<file path="src/shared/mcl_pkg.sv">
// Constants, carrier types and helper functions of the motor current
// limit and lock detect supervisor. Assumes a 40 MHz APB clock.
package mcl_pkg;

  // Clock rate
  localparam int CLK_MHZ = 40;

  // Register byte offsets
  localparam logic [7:0] ADDR_CTRL = 8'h00;
  localparam logic [7:0] ADDR_COEF = 8'h04;
  localparam logic [7:0] ADDR_STAT = 8'h08;
  localparam logic [7:0] ADDR_EST  = 8'h0c;

  // Field positions
  localparam int CTRL_ACC_LSB = 0;
  localparam int CTRL_LCK_LSB = 4;
  localparam int CTRL_WIN_LSB = 8;
  localparam int CTRL_MEN_BIT = 12;
  localparam int CTRL_IEN_BIT = 13;
  localparam int CTRL_LEN_LSB = 16;
  localparam int COEF_R_LSB   = 0;
  localparam int COEF_KT_LSB  = 8;

  // Writable bits and reset values
  localparam logic [31:0] CTRL_MASK = 32'h003f_33ff;
  localparam logic [31:0] CTRL_RST  = 32'h003f_3074;
  localparam logic [31:0] COEF_MASK = 32'h0000_7f7f;
  localparam logic [31:0] COEF_RST  = 32'h0000_2010;

  // Cause bit positions, one per lock scheme
  localparam int LK_CUR = 0;
  localparam int LK_SPD = 1;
  localparam int LK_KT  = 2;
  localparam int LK_NOM = 3;
  localparam int LK_OL  = 4;
  localparam int LK_CL  = 5;

  // Times in their own units, counts derived from the clock
  localparam int PERSIST_TIME_US = 100;
  localparam int PERSIST_CYC     = PERSIST_TIME_US * CLK_MHZ;
  localparam int SURGE_TIME_US   = 20;
  localparam int SURGE_CYC       = SURGE_TIME_US * CLK_MHZ;
  localparam int RETRY_TIME_US   = 1000;
  localparam int RETRY_W         = 24;
  localparam int SURGE_W         = 12;

  // Scaling of the analog estimates
  localparam int          NOMOTOR_MA  = 140;
  localparam int          CUR_LSB_MA  = 10;
  localparam logic [7:0]  NOMOTOR_CNT = 8'(NOMOTOR_MA / CUR_LSB_MA);
  localparam logic [7:0]  ACC_STEP    = 8'h08;
  localparam logic [7:0]  LCK_STEP    = 8'h1c;
  localparam int          R_SHIFT     = 4;
  localparam int          KT_SHIFT    = 6;
  localparam int          KTC_SHIFT   = 4;
  localparam logic [9:0]  SPD_MARGIN  = 10'h010;
  localparam logic [2:0]  OL_STEPS    = 3'h6;
  localparam logic [15:0] CNT_MAX     = 16'hffff;

  typedef enum logic [1:0] {ST_IDLE, ST_RUN, ST_OFF} mcl_state_e;

  // Sampled motor measurements
  typedef struct packed {
    logic [9:0] speed;
    logic [7:0] lowside_i;
    logic [7:0] phase_u_i;
    logic [8:0] amp_cmd;
    logic [7:0] bemf;
  } mcl_meas_s;

  // Current threshold from a select code, a quarter step per code
  function automatic logic [7:0] step_thr(input logic [3:0] sel, input logic [7:0] step);
    step_thr = 8'((12'(sel) + 12'h001) * 12'(step) >> 2);
  endfunction

  // Clamp an 18-bit sum to a 9-bit amplitude
  function automatic logic [8:0] sat9(input logic [17:0] v);
    sat9 = (|v[17:9]) ? 9'h1ff : v[8:0];
  endfunction

endpackage

</file>
<file path="src/hw/mcl_amp_limit.sv">
// Acceleration limiter and back-EMF estimates.
// Assumes speed, currents and command are sampled on pclk.
`timescale 1ns/1ps
module mcl_amp_limit
  import mcl_pkg::*;
(
  // Clock and reset
  input  wire logic       pclk,
  input  wire logic       presetn,
  // Settings
  input  wire logic [3:0] acc_sel,
  input  wire logic [6:0] res_set,
  input  wire logic [6:0] kt_set,
  input  wire logic       closed_loop,
  input  wire mcl_meas_s  meas,
  // Results
  output logic [8:0]      amp_out,
  output logic            limiting,
  output logic [8:0]      est_kt,
  output logic [8:0]      est_r
);

  typedef struct packed {
    logic [8:0] amp;
    logic       lim;
    logic [8:0] ekt;
    logic [8:0] er;
  } mcl_amp_s;

  mcl_amp_s   s_reg, s_next;
  logic [7:0] ilim;
  logic [8:0] ulim;
  logic [8:0] idrop;

  // Voltage model; the limit uses no sensed current, est_r uses phase U current
  always_comb
  begin
    ilim  = step_thr(acc_sel, ACC_STEP);
    ulim  = sat9(18'((15'(ilim) * 15'(res_set)) >> R_SHIFT)
                 + 18'((17'(meas.speed) * 17'(kt_set)) >> KT_SHIFT));
    idrop = sat9(18'((15'(meas.phase_u_i) * 15'(res_set)) >> R_SHIFT));
    s_next     = s_reg;
    s_next.ekt = sat9(18'((17'(meas.speed) * 17'(kt_set)) >> KT_SHIFT));
    s_next.er  = (meas.amp_cmd > idrop) ? meas.amp_cmd - idrop : 9'h000;
    // Clamp only under closed-loop commutation; never a fault
    s_next.lim = closed_loop && (meas.amp_cmd > ulim);
    s_next.amp = s_next.lim ? ulim : meas.amp_cmd;
  end

  always_ff @(posedge pclk or negedge presetn)
  begin
    if (!presetn)
      s_reg <= '0;
    else
      s_reg <= s_next;
  end

  assign amp_out  = s_reg.amp;
  assign limiting = s_reg.lim;
  assign est_kt   = s_reg.ekt;
  assign est_r    = s_reg.er;
endmodule // mcl_amp_limit

</file>
<file path="src/hw/mcl_lock_ctrl.sv">
// Current limit and lock detect supervisor with an APB register file.
// Assumes all motor inputs are synchronous to pclk and zero cross,
// commutation and handoff strobes are one-cycle pulses.
//
// Summary of operation
// - Overcurrent trip uses a fixed threshold; no register can disable it.
// - Phase overcurrent tri-states the bridge; drive resumes once trip clears.
// - Acceleration limit caps amplitude; threshold picked by four-bit select.
// - Limit is resistance times current plus speed times emf constant.
// - Acceleration limiting keeps the motor running and raises no fault.
// - Acceleration limit applies only under closed-loop commutation.
// - Six enable bits disable each lock scheme and no-motor check.
// - Any enabled lock sets the motor locked flag.
// - Fault cause bits clear when the motor restarts.
// - Cause bits set even when the matching scheme is disabled.
// - Lock or no-motor puts all phase drivers into high impedance.
// - Each switch to high impedance starts the anti-surge process.
// - After a fault the retry delay runs, then restart is automatic.
// - Low-side current above three-bit selected threshold means lock.
// - Back-EMF estimated from phase U current and from speed.
// - Speed estimate well above amplitude for persist time means lock.
// - Back-EMF integral per half cycle forms the measured constant.
// - Measured constant outside selected window for persist time means lock.
// - At open-to-closed handoff, phase U at most 140 mA means no motor.
// - Open loop past handoff, no zero cross for one cycle means lock.
// - Closed loop commutation period over twice the previous means lock.
// - Mechanical and inductive anti-surge modes each have an enable.
//
// Decided for this implementation: the register offsets and register access over APB.
`timescale 1ns/1ps
module mcl_lock_ctrl
  import mcl_pkg::*;
#(
  parameter int RETRY_CYCLES = RETRY_TIME_US * CLK_MHZ
)(
  // Clock and reset
  input  wire logic        pclk,
  input  wire logic        presetn,
  // APB slave
  input  wire logic        psel,
  input  wire logic        penable,
  input  wire logic        pwrite,
  input  wire logic [7:0]  paddr,
  input  wire logic [31:0] pwdata,
  output logic [31:0]      prdata,
  output logic             pready,
  output logic             pslverr,
  // Motor status inputs
  input  wire logic        start_cmd,
  input  wire logic        oc_trip,
  input  wire logic        closed_loop,
  input  wire logic        handoff_over,
  input  wire logic        ol_to_cl,
  input  wire logic        comm_edge,
  input  wire logic        bemf_zc,
  input  wire mcl_meas_s   meas,
  // Bridge and surge control
  output logic             bridge_hiz,
  output logic [8:0]       drive_amp,
  output logic             surge_start,
  output logic             mech_surge,
  output logic             ind_surge,
  output logic             restart,
  output logic             accel_limiting
);

  typedef struct packed {
    mcl_state_e         st;
    logic [31:0]        ctrl;
    logic [31:0]        coef;
    logic [31:0]        prdata;
    logic               locked;
    logic [5:0]         cause;
    logic               hiz;
    logic               restart;
    logic               surge_go;
    logic [SURGE_W-1:0] surge_cnt;
    logic [RETRY_W-1:0] retry_cnt;
    logic [15:0]        comm_cnt;
    logic [15:0]        comm_prev;
    logic               prev_ok;
    logic               cnt_full;
    logic [2:0]         ol_steps;
    logic [15:0]        ktc_acc;
    logic [15:0]        ktc;
    logic               ktc_ok;
  } mcl_core_s;

  mcl_core_s  s_reg, s_next;
  logic       run;
  logic       apb_setup;
  logic       apb_wr;
  logic [5:0] det;
  logic [5:0] lock_en;
  logic       lock_hit;
  logic       spd_hit;
  logic       kt_hit;
  logic [8:0] amp;
  logic [8:0] est_kt;
  logic [8:0] est_r;

  // Decoded address lies inside the map
  function automatic logic addr_ok(input logic [7:0] a);
    addr_ok = (a == ADDR_CTRL) || (a == ADDR_COEF) || (a == ADDR_STAT) || (a == ADDR_EST);
  endfunction

  // Measured constant outside the window around the programmed one
  function automatic logic kt_outside(input logic [15:0] ktc, input logic [6:0] kt,
                                      input logic [1:0] sel);
    logic [15:0] ref_v;
    logic [15:0] tol;
    ref_v      = 16'(kt) << KTC_SHIFT;
    tol        = ref_v >> (3'(sel) + 3'h1);
    kt_outside = (ktc < ref_v - tol) || (ktc > ref_v + tol);
  endfunction

  assign run       = (s_reg.st == ST_RUN);
  assign apb_setup = psel && !penable;
  assign apb_wr    = psel && penable && pwrite;
  assign lock_en   = s_reg.ctrl[CTRL_LEN_LSB +: 6];

  // Acceleration limiter and estimates
  mcl_amp_limit u_amp (
    .pclk        (pclk),
    .presetn     (presetn),
    .acc_sel     (s_reg.ctrl[CTRL_ACC_LSB +: 4]),
    .res_set     (s_reg.coef[COEF_R_LSB +: 7]),
    .kt_set      (s_reg.coef[COEF_KT_LSB +: 7]),
    .closed_loop (closed_loop),
    .meas        (meas),
    .amp_out     (amp),
    .limiting    (accel_limiting),
    .est_kt      (est_kt),
    .est_r       (est_r)
  );

  // Abnormal speed: speed-based estimate far above amplitude
  mcl_persist #(.N(PERSIST_CYC)) u_spd (
    .pclk    (pclk),
    .presetn (presetn),
    .clr     (!run),
    .cond    (closed_loop && ({1'b0, est_kt} > {1'b0, amp} + SPD_MARGIN)),
    .hit     (spd_hit)
  );

  // Abnormal constant: integral leaves its window
  mcl_persist #(.N(PERSIST_CYC)) u_kt (
    .pclk    (pclk),
    .presetn (presetn),
    .clr     (!run),
    .cond    (closed_loop && s_reg.ktc_ok && kt_outside(s_reg.ktc,
              s_reg.coef[COEF_KT_LSB +: 7], s_reg.ctrl[CTRL_WIN_LSB +: 2])),
    .hit     (kt_hit)
  );

  // Six detectors, indexed by scheme; only meaningful while driving
  always_comb
  begin
    det         = '0;
    det[LK_CUR] = meas.lowside_i > step_thr({1'b0, s_reg.ctrl[CTRL_LCK_LSB +: 3]},
                                            LCK_STEP);
    det[LK_SPD] = spd_hit;
    det[LK_KT]  = kt_hit;
    det[LK_NOM] = ol_to_cl && (meas.phase_u_i <= NOMOTOR_CNT);
    det[LK_OL]  = !closed_loop && handoff_over && (s_reg.ol_steps == OL_STEPS);
    det[LK_CL]  = closed_loop && s_reg.prev_ok
                  && ({1'b0, s_reg.comm_cnt} > {s_reg.comm_prev, 1'b0});
    det         = run ? det : 6'h00;
  end

  assign lock_hit = |(det & lock_en);

  // Next state: registers, period tracking, sequencing
  always_comb
  begin
    s_next          = s_reg;
    s_next.restart  = 1'b0;
    s_next.surge_go = 1'b0;

    // Register writes take effect in the access phase
    if (apb_wr && paddr == ADDR_CTRL)
      s_next.ctrl = pwdata & CTRL_MASK;
    if (apb_wr && paddr == ADDR_COEF)
      s_next.coef = pwdata & COEF_MASK;

    // Read data is captured in setup so it stands as a flop in access
    if (apb_setup)
    begin
      case (paddr)
        ADDR_CTRL: s_next.prdata = s_reg.ctrl;
        ADDR_COEF: s_next.prdata = s_reg.coef;
        ADDR_STAT: s_next.prdata = {14'h0000, s_reg.st, 2'h0, s_reg.cause,
                                    5'h00, s_reg.hiz, oc_trip, s_reg.locked};
        ADDR_EST:  s_next.prdata = {s_reg.ktc, 7'h00, est_kt};
        default:   s_next.prdata = 32'h0000_0000;
      endcase
    end

    // Commutation period of the present and previous step
    if (run && comm_edge)
    begin
      s_next.comm_prev = s_reg.comm_cnt;
      s_next.comm_cnt  = 16'h0000;
      // First period after start is partial, never a reference
      s_next.prev_ok   = closed_loop && s_reg.cnt_full;
      s_next.cnt_full  = 1'b1;
    end
    else if (run)
      s_next.comm_cnt = (s_reg.comm_cnt == CNT_MAX) ? CNT_MAX : s_reg.comm_cnt + 16'h0001;
    else
    begin
      s_next.comm_cnt = 16'h0000;
      s_next.prev_ok  = 1'b0;
      s_next.cnt_full = 1'b0;
    end

    // Open-loop steps past handoff without a zero cross
    if (!run || closed_loop || !handoff_over || bemf_zc)
      s_next.ol_steps = 3'h0;
    else if (comm_edge && s_reg.ol_steps != OL_STEPS)
      s_next.ol_steps = s_reg.ol_steps + 3'h1;

    // Back-EMF integral over each half cycle, latched at zero cross
    if (!run)
    begin
      s_next.ktc_acc = 16'h0000;
      s_next.ktc_ok  = 1'b0;
    end
    else if (bemf_zc)
    begin
      s_next.ktc     = s_reg.ktc_acc;
      s_next.ktc_acc = 16'(meas.bemf);
      s_next.ktc_ok  = 1'b1;
    end
    else if (s_reg.ktc_acc <= CNT_MAX - 16'(meas.bemf))
      s_next.ktc_acc = s_reg.ktc_acc + 16'(meas.bemf);

    // Drive sequencing
    case (s_reg.st)
      ST_IDLE:
      begin
        if (start_cmd)
        begin
          s_next.st      = ST_RUN;
          s_next.restart = 1'b1;
          s_next.cause   = 6'h00;
          s_next.locked  = 1'b0;
        end
      end
      ST_RUN:
      begin
        if (lock_hit)
        begin
          s_next.st        = ST_OFF;
          s_next.retry_cnt = RETRY_W'(RETRY_CYCLES - 1);
        end
        else if (!start_cmd)
          s_next.st = ST_IDLE;
      end
      ST_OFF:
      begin
        if (!start_cmd)
          s_next.st = ST_IDLE;
        else if (s_reg.retry_cnt == '0)
        begin
          s_next.st      = ST_RUN;
          s_next.restart = 1'b1;
          s_next.cause   = 6'h00;
          s_next.locked  = 1'b0;
        end
        else
          s_next.retry_cnt = s_reg.retry_cnt - RETRY_W'(1);
      end
      default: s_next.st = ST_IDLE;
    endcase

    // New detections win over the restart clear
    s_next.cause = s_next.cause | det;
    if (lock_hit)
      s_next.locked = 1'b1;

    // Fixed-threshold trip overrides everything and self-recovers
    s_next.hiz = (s_next.st != ST_RUN) || oc_trip;

    // Every entry to high impedance starts the anti-surge window
    if (s_next.hiz && !s_reg.hiz)
    begin
      s_next.surge_go  = 1'b1;
      s_next.surge_cnt = SURGE_W'(SURGE_CYC);
    end
    else if (s_reg.surge_cnt != '0)
      s_next.surge_cnt = s_reg.surge_cnt - SURGE_W'(1);
  end

  // State register; bridge starts tri-stated
  always_ff @(posedge pclk or negedge presetn)
  begin
    if (!presetn)
    begin
      s_reg      <= '0;
      s_reg.st   <= ST_IDLE;
      s_reg.ctrl <= CTRL_RST;
      s_reg.coef <= COEF_RST;
      s_reg.hiz  <= 1'b1;
    end
    else
      s_reg <= s_next;
  end

  // Outputs
  assign prdata      = s_reg.prdata;
  assign pready      = 1'b1; // Zero wait states
  assign pslverr     = psel && penable && !addr_ok(paddr);
  assign bridge_hiz  = s_reg.hiz;
  assign drive_amp   = s_reg.hiz ? 9'h000 : amp;
  assign surge_start = s_reg.surge_go;
  assign restart     = s_reg.restart;
  // Each surge mode may be switched off on its own
  assign mech_surge  = (s_reg.surge_cnt != '0) && s_reg.ctrl[CTRL_MEN_BIT];
  assign ind_surge   = (s_reg.surge_cnt != '0) && s_reg.ctrl[CTRL_IEN_BIT];
endmodule // mcl_lock_ctrl

</file>
<file path="src/hw/mcl_persist.sv">
// Persistence filter: flags a condition that has held without a break.
// Assumes cond is synchronous to pclk; clr restarts the count.
`timescale 1ns/1ps
module mcl_persist
  import mcl_pkg::*;
#(
  parameter int N = PERSIST_CYC
)(
  // Clock and reset
  input  wire logic pclk,
  input  wire logic presetn,
  // Condition in, flag out
  input  wire logic clr,
  input  wire logic cond,
  output logic      hit
);

  typedef struct packed {
    logic [15:0] cnt;
    logic        hit;
  } mcl_pers_s;

  mcl_pers_s s_reg, s_next;

  // Count while the condition holds, saturate at the limit
  always_comb
  begin
    s_next = s_reg;
    if (clr || !cond)
      s_next.cnt = '0;
    else if (s_reg.cnt != 16'(N))
      s_next.cnt = s_reg.cnt + 16'h0001;
    s_next.hit = (s_next.cnt == 16'(N));
  end

  always_ff @(posedge pclk or negedge presetn)
  begin
    if (!presetn)
      s_reg <= '0;
    else
      s_reg <= s_next;
  end

  assign hit = s_reg.hit;
endmodule // mcl_persist

</file>
<file path="config.mk">
export PLATFORM = sky130hd
export DESIGN_NAME = mcl_lock_ctrl
export DESIGN_NICKNAME = d
export VERILOG_FILES = /design/src/shared/mcl_pkg.sv /design/src/hw/mcl_amp_limit.sv /design/src/hw/mcl_lock_ctrl.sv /design/src/hw/mcl_persist.sv
export SDC_FILE = /design/constraint.sdc
export NUM_CORES = 1
export LEC_CHECK = 0
export ABC_AREA = 1
export BUFFER_PORTS_ARGS = -buffer_cell sky130_fd_sc_hd__buf_2
export CELL_PAD_IN_SITES_DETAIL_PLACEMENT = 0
export CELL_PAD_IN_SITES_GLOBAL_PLACEMENT = 2
export CORE_MARGIN = 3
export CORE_UTILIZATION = 30
export CTS_CLUSTER_SIZE = 12
export DETAILED_ROUTE_END_ITERATION = 10
export PLACE_DENSITY_LB_ADDON = 0.3
export RECOVER_POWER = 50
export SLEW_MARGIN = 25
export SYNTH_ARGS = -nofsm -noshare
export SYNTH_HDL_FRONTEND = slang
export SYNTH_SLANG_ARGS = --single-unit
</file>
<file path="constraint.sdc">
create_clock -name pclk -period 9.7 [get_ports pclk]
set_clock_uncertainty 0.1 [all_clocks]
set_input_delay 0.97 -clock pclk [delete_from_list [all_inputs] [get_ports pclk]]
set_output_delay 0.97 -clock pclk [all_outputs]
set_load 0.005 [all_outputs]
</file>
# Word-level counts from Yosys, hierarchy flattened
# Index checks and enable logic that the tools add are counted.
# W data, S select, Z words.
# word_totals
inputBits	95
register_bits	235
output_inout_bits	49
# op_classes
n_reduce_logical	53
magnitude_cmp	8
muxes	44
n_addsub	15
bitwise_logic	2
eq_ne	22
multipliers	3
shift	1
# op_table
operator	count
$mux W16	10
$pmux W32 S4	1
$mux W24	3
$add A16 B1 Y16 const B	3
$pmux W24 S2	1
$mux W9	4
$eq A16 B12 Y1 const B	2
$ne A16 B12 Y1 const B	2
$logic_not A24 Y1	1
$mux W12	2
$sub A24 B1 Y24 const B	1
$logic_and A1 B1 Y1	21
$mux W7	3
$gt A16 B17 Y1	1
$mul A10 B7 Y17	1
$add A11 B16 Y16	1
$add A16 B8 Y16	1
$eq A16 B16 Y1 const B	1
$eq A8 B4 Y1 const B	2
$gt A16 B16 Y1	1
$le A16 B16 Y1	1
$lt A16 B16 Y1	1
$shr A11 B3 Y16	1
$sub A11 B16 Y16	1
43 further kinds	82

# Logic depth before layout (Yosys ltp)
# depth
depth_word	12
depth_mapped	40
mapped_depth_nobuf	39

# Hierarchy
# A second synthesis with hierarchy kept.
# hier_totals
cells_unflattened	2943
hier_area_um2	21750.9
# modules_own_cells
module	seq_area_each_um2	area_each_um2	n_inst	cells_per_inst
mcl_lock_ctrl	4548.1	11931.4	1	1546
mcl_amp_limit	700.7	7444.6	1	1045
mcl_persist	425.4	1187.4	2	176

# Least setup slack after synthesis
# Ideal clock, no wire load.
# synth_timing
kind	in2reg
start	in meas[36] (netlist name)
end	reg u_amp.s_reg (netlist bit u_amp.amp_out[1])
path_stages	34
arrival_time_ns	6.982
required_time_ns	9.477
path_slack_ns	2.495
setup_ns	0.123
cell_sequence	nand2_1 -> inv_1 -> fa_1 -> inv_1 -> fa_1 -> inv_1 -> fa_1 -> inv_1 -> fa_1 -> inv_1 -> ha_1 -> a21oi_1 -> o21ai_0 -> a21oi_1 -> xor2_1 -> inv_1 -> ha_1 -> a21oi_1 -> o21a_1 -> nand2_1 -> a21oi_1 -> inv_1 -> nand2_1 -> inv_1 -> nor2_2 -> nand2_1 -> or2_1 -> ha_1 -> nor4b_1 -> nand3_1 -> nand3_1 -> clkinv_1 -> o21ai_0 -> nand2_1
# synth_lines
element	line	text
from (decl)	mcl_lock_ctrl.sv:56	input wire mcl_meas_s meas,
to (signal assigned)	mcl_amp_limit.sv:55	s_reg <= s_next;
to (decl)	mcl_amp_limit.sv:30	mcl_amp_s s_reg, s_next;

==> results.json <==
{
  "max_stage_delay_ns": 0.77,
  "grt-ovfl-total": 0,
  "place_hpwl_um": 42100,
  "syn_inst": 2501,
  "ys.flop_type": "dfrtp_1",
  "fmax_ghz": 0.127,
  "drt_iter0_drc": 838,
  "clk_pin_slew_ns": 0.06,
  "synth_edf_count": 0,
  "post_cts_buffers": 0,
  "hp-class": "reg2reg",
  "drv_slew": 107,
  "ys_types": 57,
  "leakage_nw": 11.1,
  "crit_slowest_cell": "dfrtp_1",
  "cts_root_buf": "clkbuf_16",
  "drive_above_1_share": 0.0885,
  "portBuffers": 130,
  "synthTopCellsByCount": "593 x nand2_1, 447 x inv_1, 249 x nor2_1, 219 x dfrtp_1, 172 x ha_1",
  "synth_area_um2": 18700,
  "yosysTopAreaCell": "dfrtp_1",
  "avgViaCountPerCell": 4.55,
  "ys_warn_count": 0,
  "grt_pass1_vias": 15900,
  "ioPinCount": 144,
  "fp.dieH_um": 255,
  "crit_arrival_ns": 8.21,
  "ctsResizeCount": 0,
  "fin_nets": 2916,
  "total_power_mw": 3.09,
  "largest_register_ffs": 141,
  "synth.area.top_cells": "dfrtp_1 29%, nand2_1 12%, ha_1 12%",
  "cts_buffers": 28,
  "grt_max_degree": 130,
  "critPathKind": "reg2reg",
  "cap_viol_max_count": 1,
  "synthArstFlopShare": 1.00,
  "grt_util_all_layers": 0.165,
  "ys_seq_elements": 234,
  "rsz0062_at_grt": "no",
  "end_kind": "register",
  "avgSynthCellArea_um2": 7.46,
  "critPathMostFrequentCell": "nand2_1",
  "area_growth_pct": 11.8,
  "ys_seq_area_frac": 0.315,
  "wirelength_um": 53400,
  "ir_worst_vdd_uv": 112,
  "start_kind": "register",
  "dr.pass1.iters": 5,
  "slew-limit-headroom": -3.23,
  "period_share": 0.812,
  "h-tree-depth": 1,
  "ant_nets": 0,
  "tightest_slew_ns": 6.35,
  "cts_buffer_depth": 3,
  "finalSetupViolCount": 0,
  "yosysTopAreaCellShare": 0.294,
  "grt_pass1_wl_um": 87500,
  "p_per_area_nw_per_um2": 148,
  "clk_latency_ns": 0.55,
  "worstPathRequired_ns": 10.04,
  "syn_nets": 2827,
  "violations": "capacitance limit, slew limit",
  "min_period_ns": 7.87,
  "die_x_um": 255,
  "fin_setup_tns_ns": 0,
  "antenna_found_initial": 3,
  "status": "finished, violations left",
  "place.gp.congestion": 0.849,
  "yosysMostFrequentCell": "nand2_1",
  "start_util": 0.306,
  "clock-sinks": 234,
  "num_rows": 90,
  "vias": 15600,
  "drc": 0,
  "die_area_um2": 65200,
  "cts_tree": "yes",
  "finalHoldViolCount": 0,
  "cts_hold_buf": 0,
  "core_um2": 60900,
  "routedWlPerCell_um": 15.5,
  "crit_path_max_fanout": 16
}
worst paths after layout:
path	from	endpoint	slack, ns	cells past startpoint
max	s_reg[160]	u_amp.amp_out[2]	1.83	33
min	prdata[24]	prdata[24]	0.38	2
max reg2reg	s_reg[160]	u_amp.amp_out[2]	1.83	33
min reg2reg	prdata[24]	prdata[24]	0.38	2
max in group asynchronous	presetn	surge_start	3.27	1
min in group asynchronous	presetn	s_reg[23]	2.69	1
area by class of cell:
cell class	instances	area, um2
flip-flops and latches	234	5870
fillers	6514	40100
multi-input cells	1734	10600
clock buffers	41	831
inverters	456	1710
diodes	1	2.50
repair buffers	136	703
clock inverters	10	129
well taps	828	1040
metrics by stage:
step,hold slack (ns),area (um2),cells,worst slack (ns),util
2_1_floorplan,0.350,18700,2501,2.50,-
3_3_place_gp,0.360,19900,3387,1.25,0.327
3_5_place_dp,0.364,19900,3387,1.23,0.327
4_1_cts,0.381,20900,3438,1.70,0.343
5_1_grt,0.408,20900,3439,1.02,0.343
6_report,0.380,20900,3440,1.83,0.343
cells in the final DEF, fill, tap and decap left out, types with 3 or more instances in the layout:
cell / n
nand2_1: 593
a31oi_1: 3
fa_1: 59
o21bai_1: 8
clkinv_2: 7
a21o_1: 5
bufinv_16: 3
clkbuf_16: 29
nand2_2: 4
mux2_2: 7
nor3_1: 39
a21oi_1: 116
dfstp_2: 15
ha_1: 172
a211oi_1: 5
nor2_1: 250
clkbuf_8: 6
o2111ai_1: 5
nand4_1: 25
o21ai_1: 5
buf_2: 129
or2_2: 4
inv_1: 451
xor2_1: 85
a221oi_1: 3
o31ai_1: 7
o21a_1: 7
nor4_1: 5
o21ai_2: 9
o211ai_1: 6
nand3b_1: 4
nand3_1: 100
clkbuf_1: 9
o22ai_1: 8
dfrtp_1: 219
xnor2_1: 19
a22o_1: 4
o21ai_0: 151
report_power, final:
part	internal [mW]	switching [mW]	leakage [nW]	total, mW
combinational	0.301	0.543	7.56	0.844
clock	0.670	0.435	0.478	1.10
sequential	1.06	0.0795	3.05	1.14
total	2.03	1.06	11.1	3.09
per-layer routing:
| layer | vias up | part of all wire | GRT usage |
|---|---|---|---|
| met5 | - | 0.00039 | 0 |
| met2 | 208 | 0.46 | 0.274 |
| met4 | 4 | 0.020 | 0.0373 |
| li1 | 8022 | - | - |
| met1 | 7345 | 0.49 | 0.229 |
| met3 | 63 | 0.035 | 0.0194 |
kinds of logic after synthesis:
kind of cell	count (synthesis)	synth area share
adder cells (fa/ha/maj)	231	0.179
AND/OR/NAND/NOR	1039	0.230
AO/OA/AOI/OAI	350	0.106
buffers and inverters	533	0.117
XOR/XNOR	104	0.0488
other	2	0.000402
multiplexers	8	0.00476
flip-flops	234	0.315
critical path, delay by kind of cell (launching register included):
family	cells	cell delay [ns]
flip-flops	1	0.77
AO/OA/AOI/OAI	5	0.93
AND/OR/NAND/NOR	15	2.05
buffers and inverters	5	0.62
XOR/XNOR	1	0.26
adder cells (fa/ha/maj)	7	3.03
Note: power is estimated with default switching activity, not from simulation.
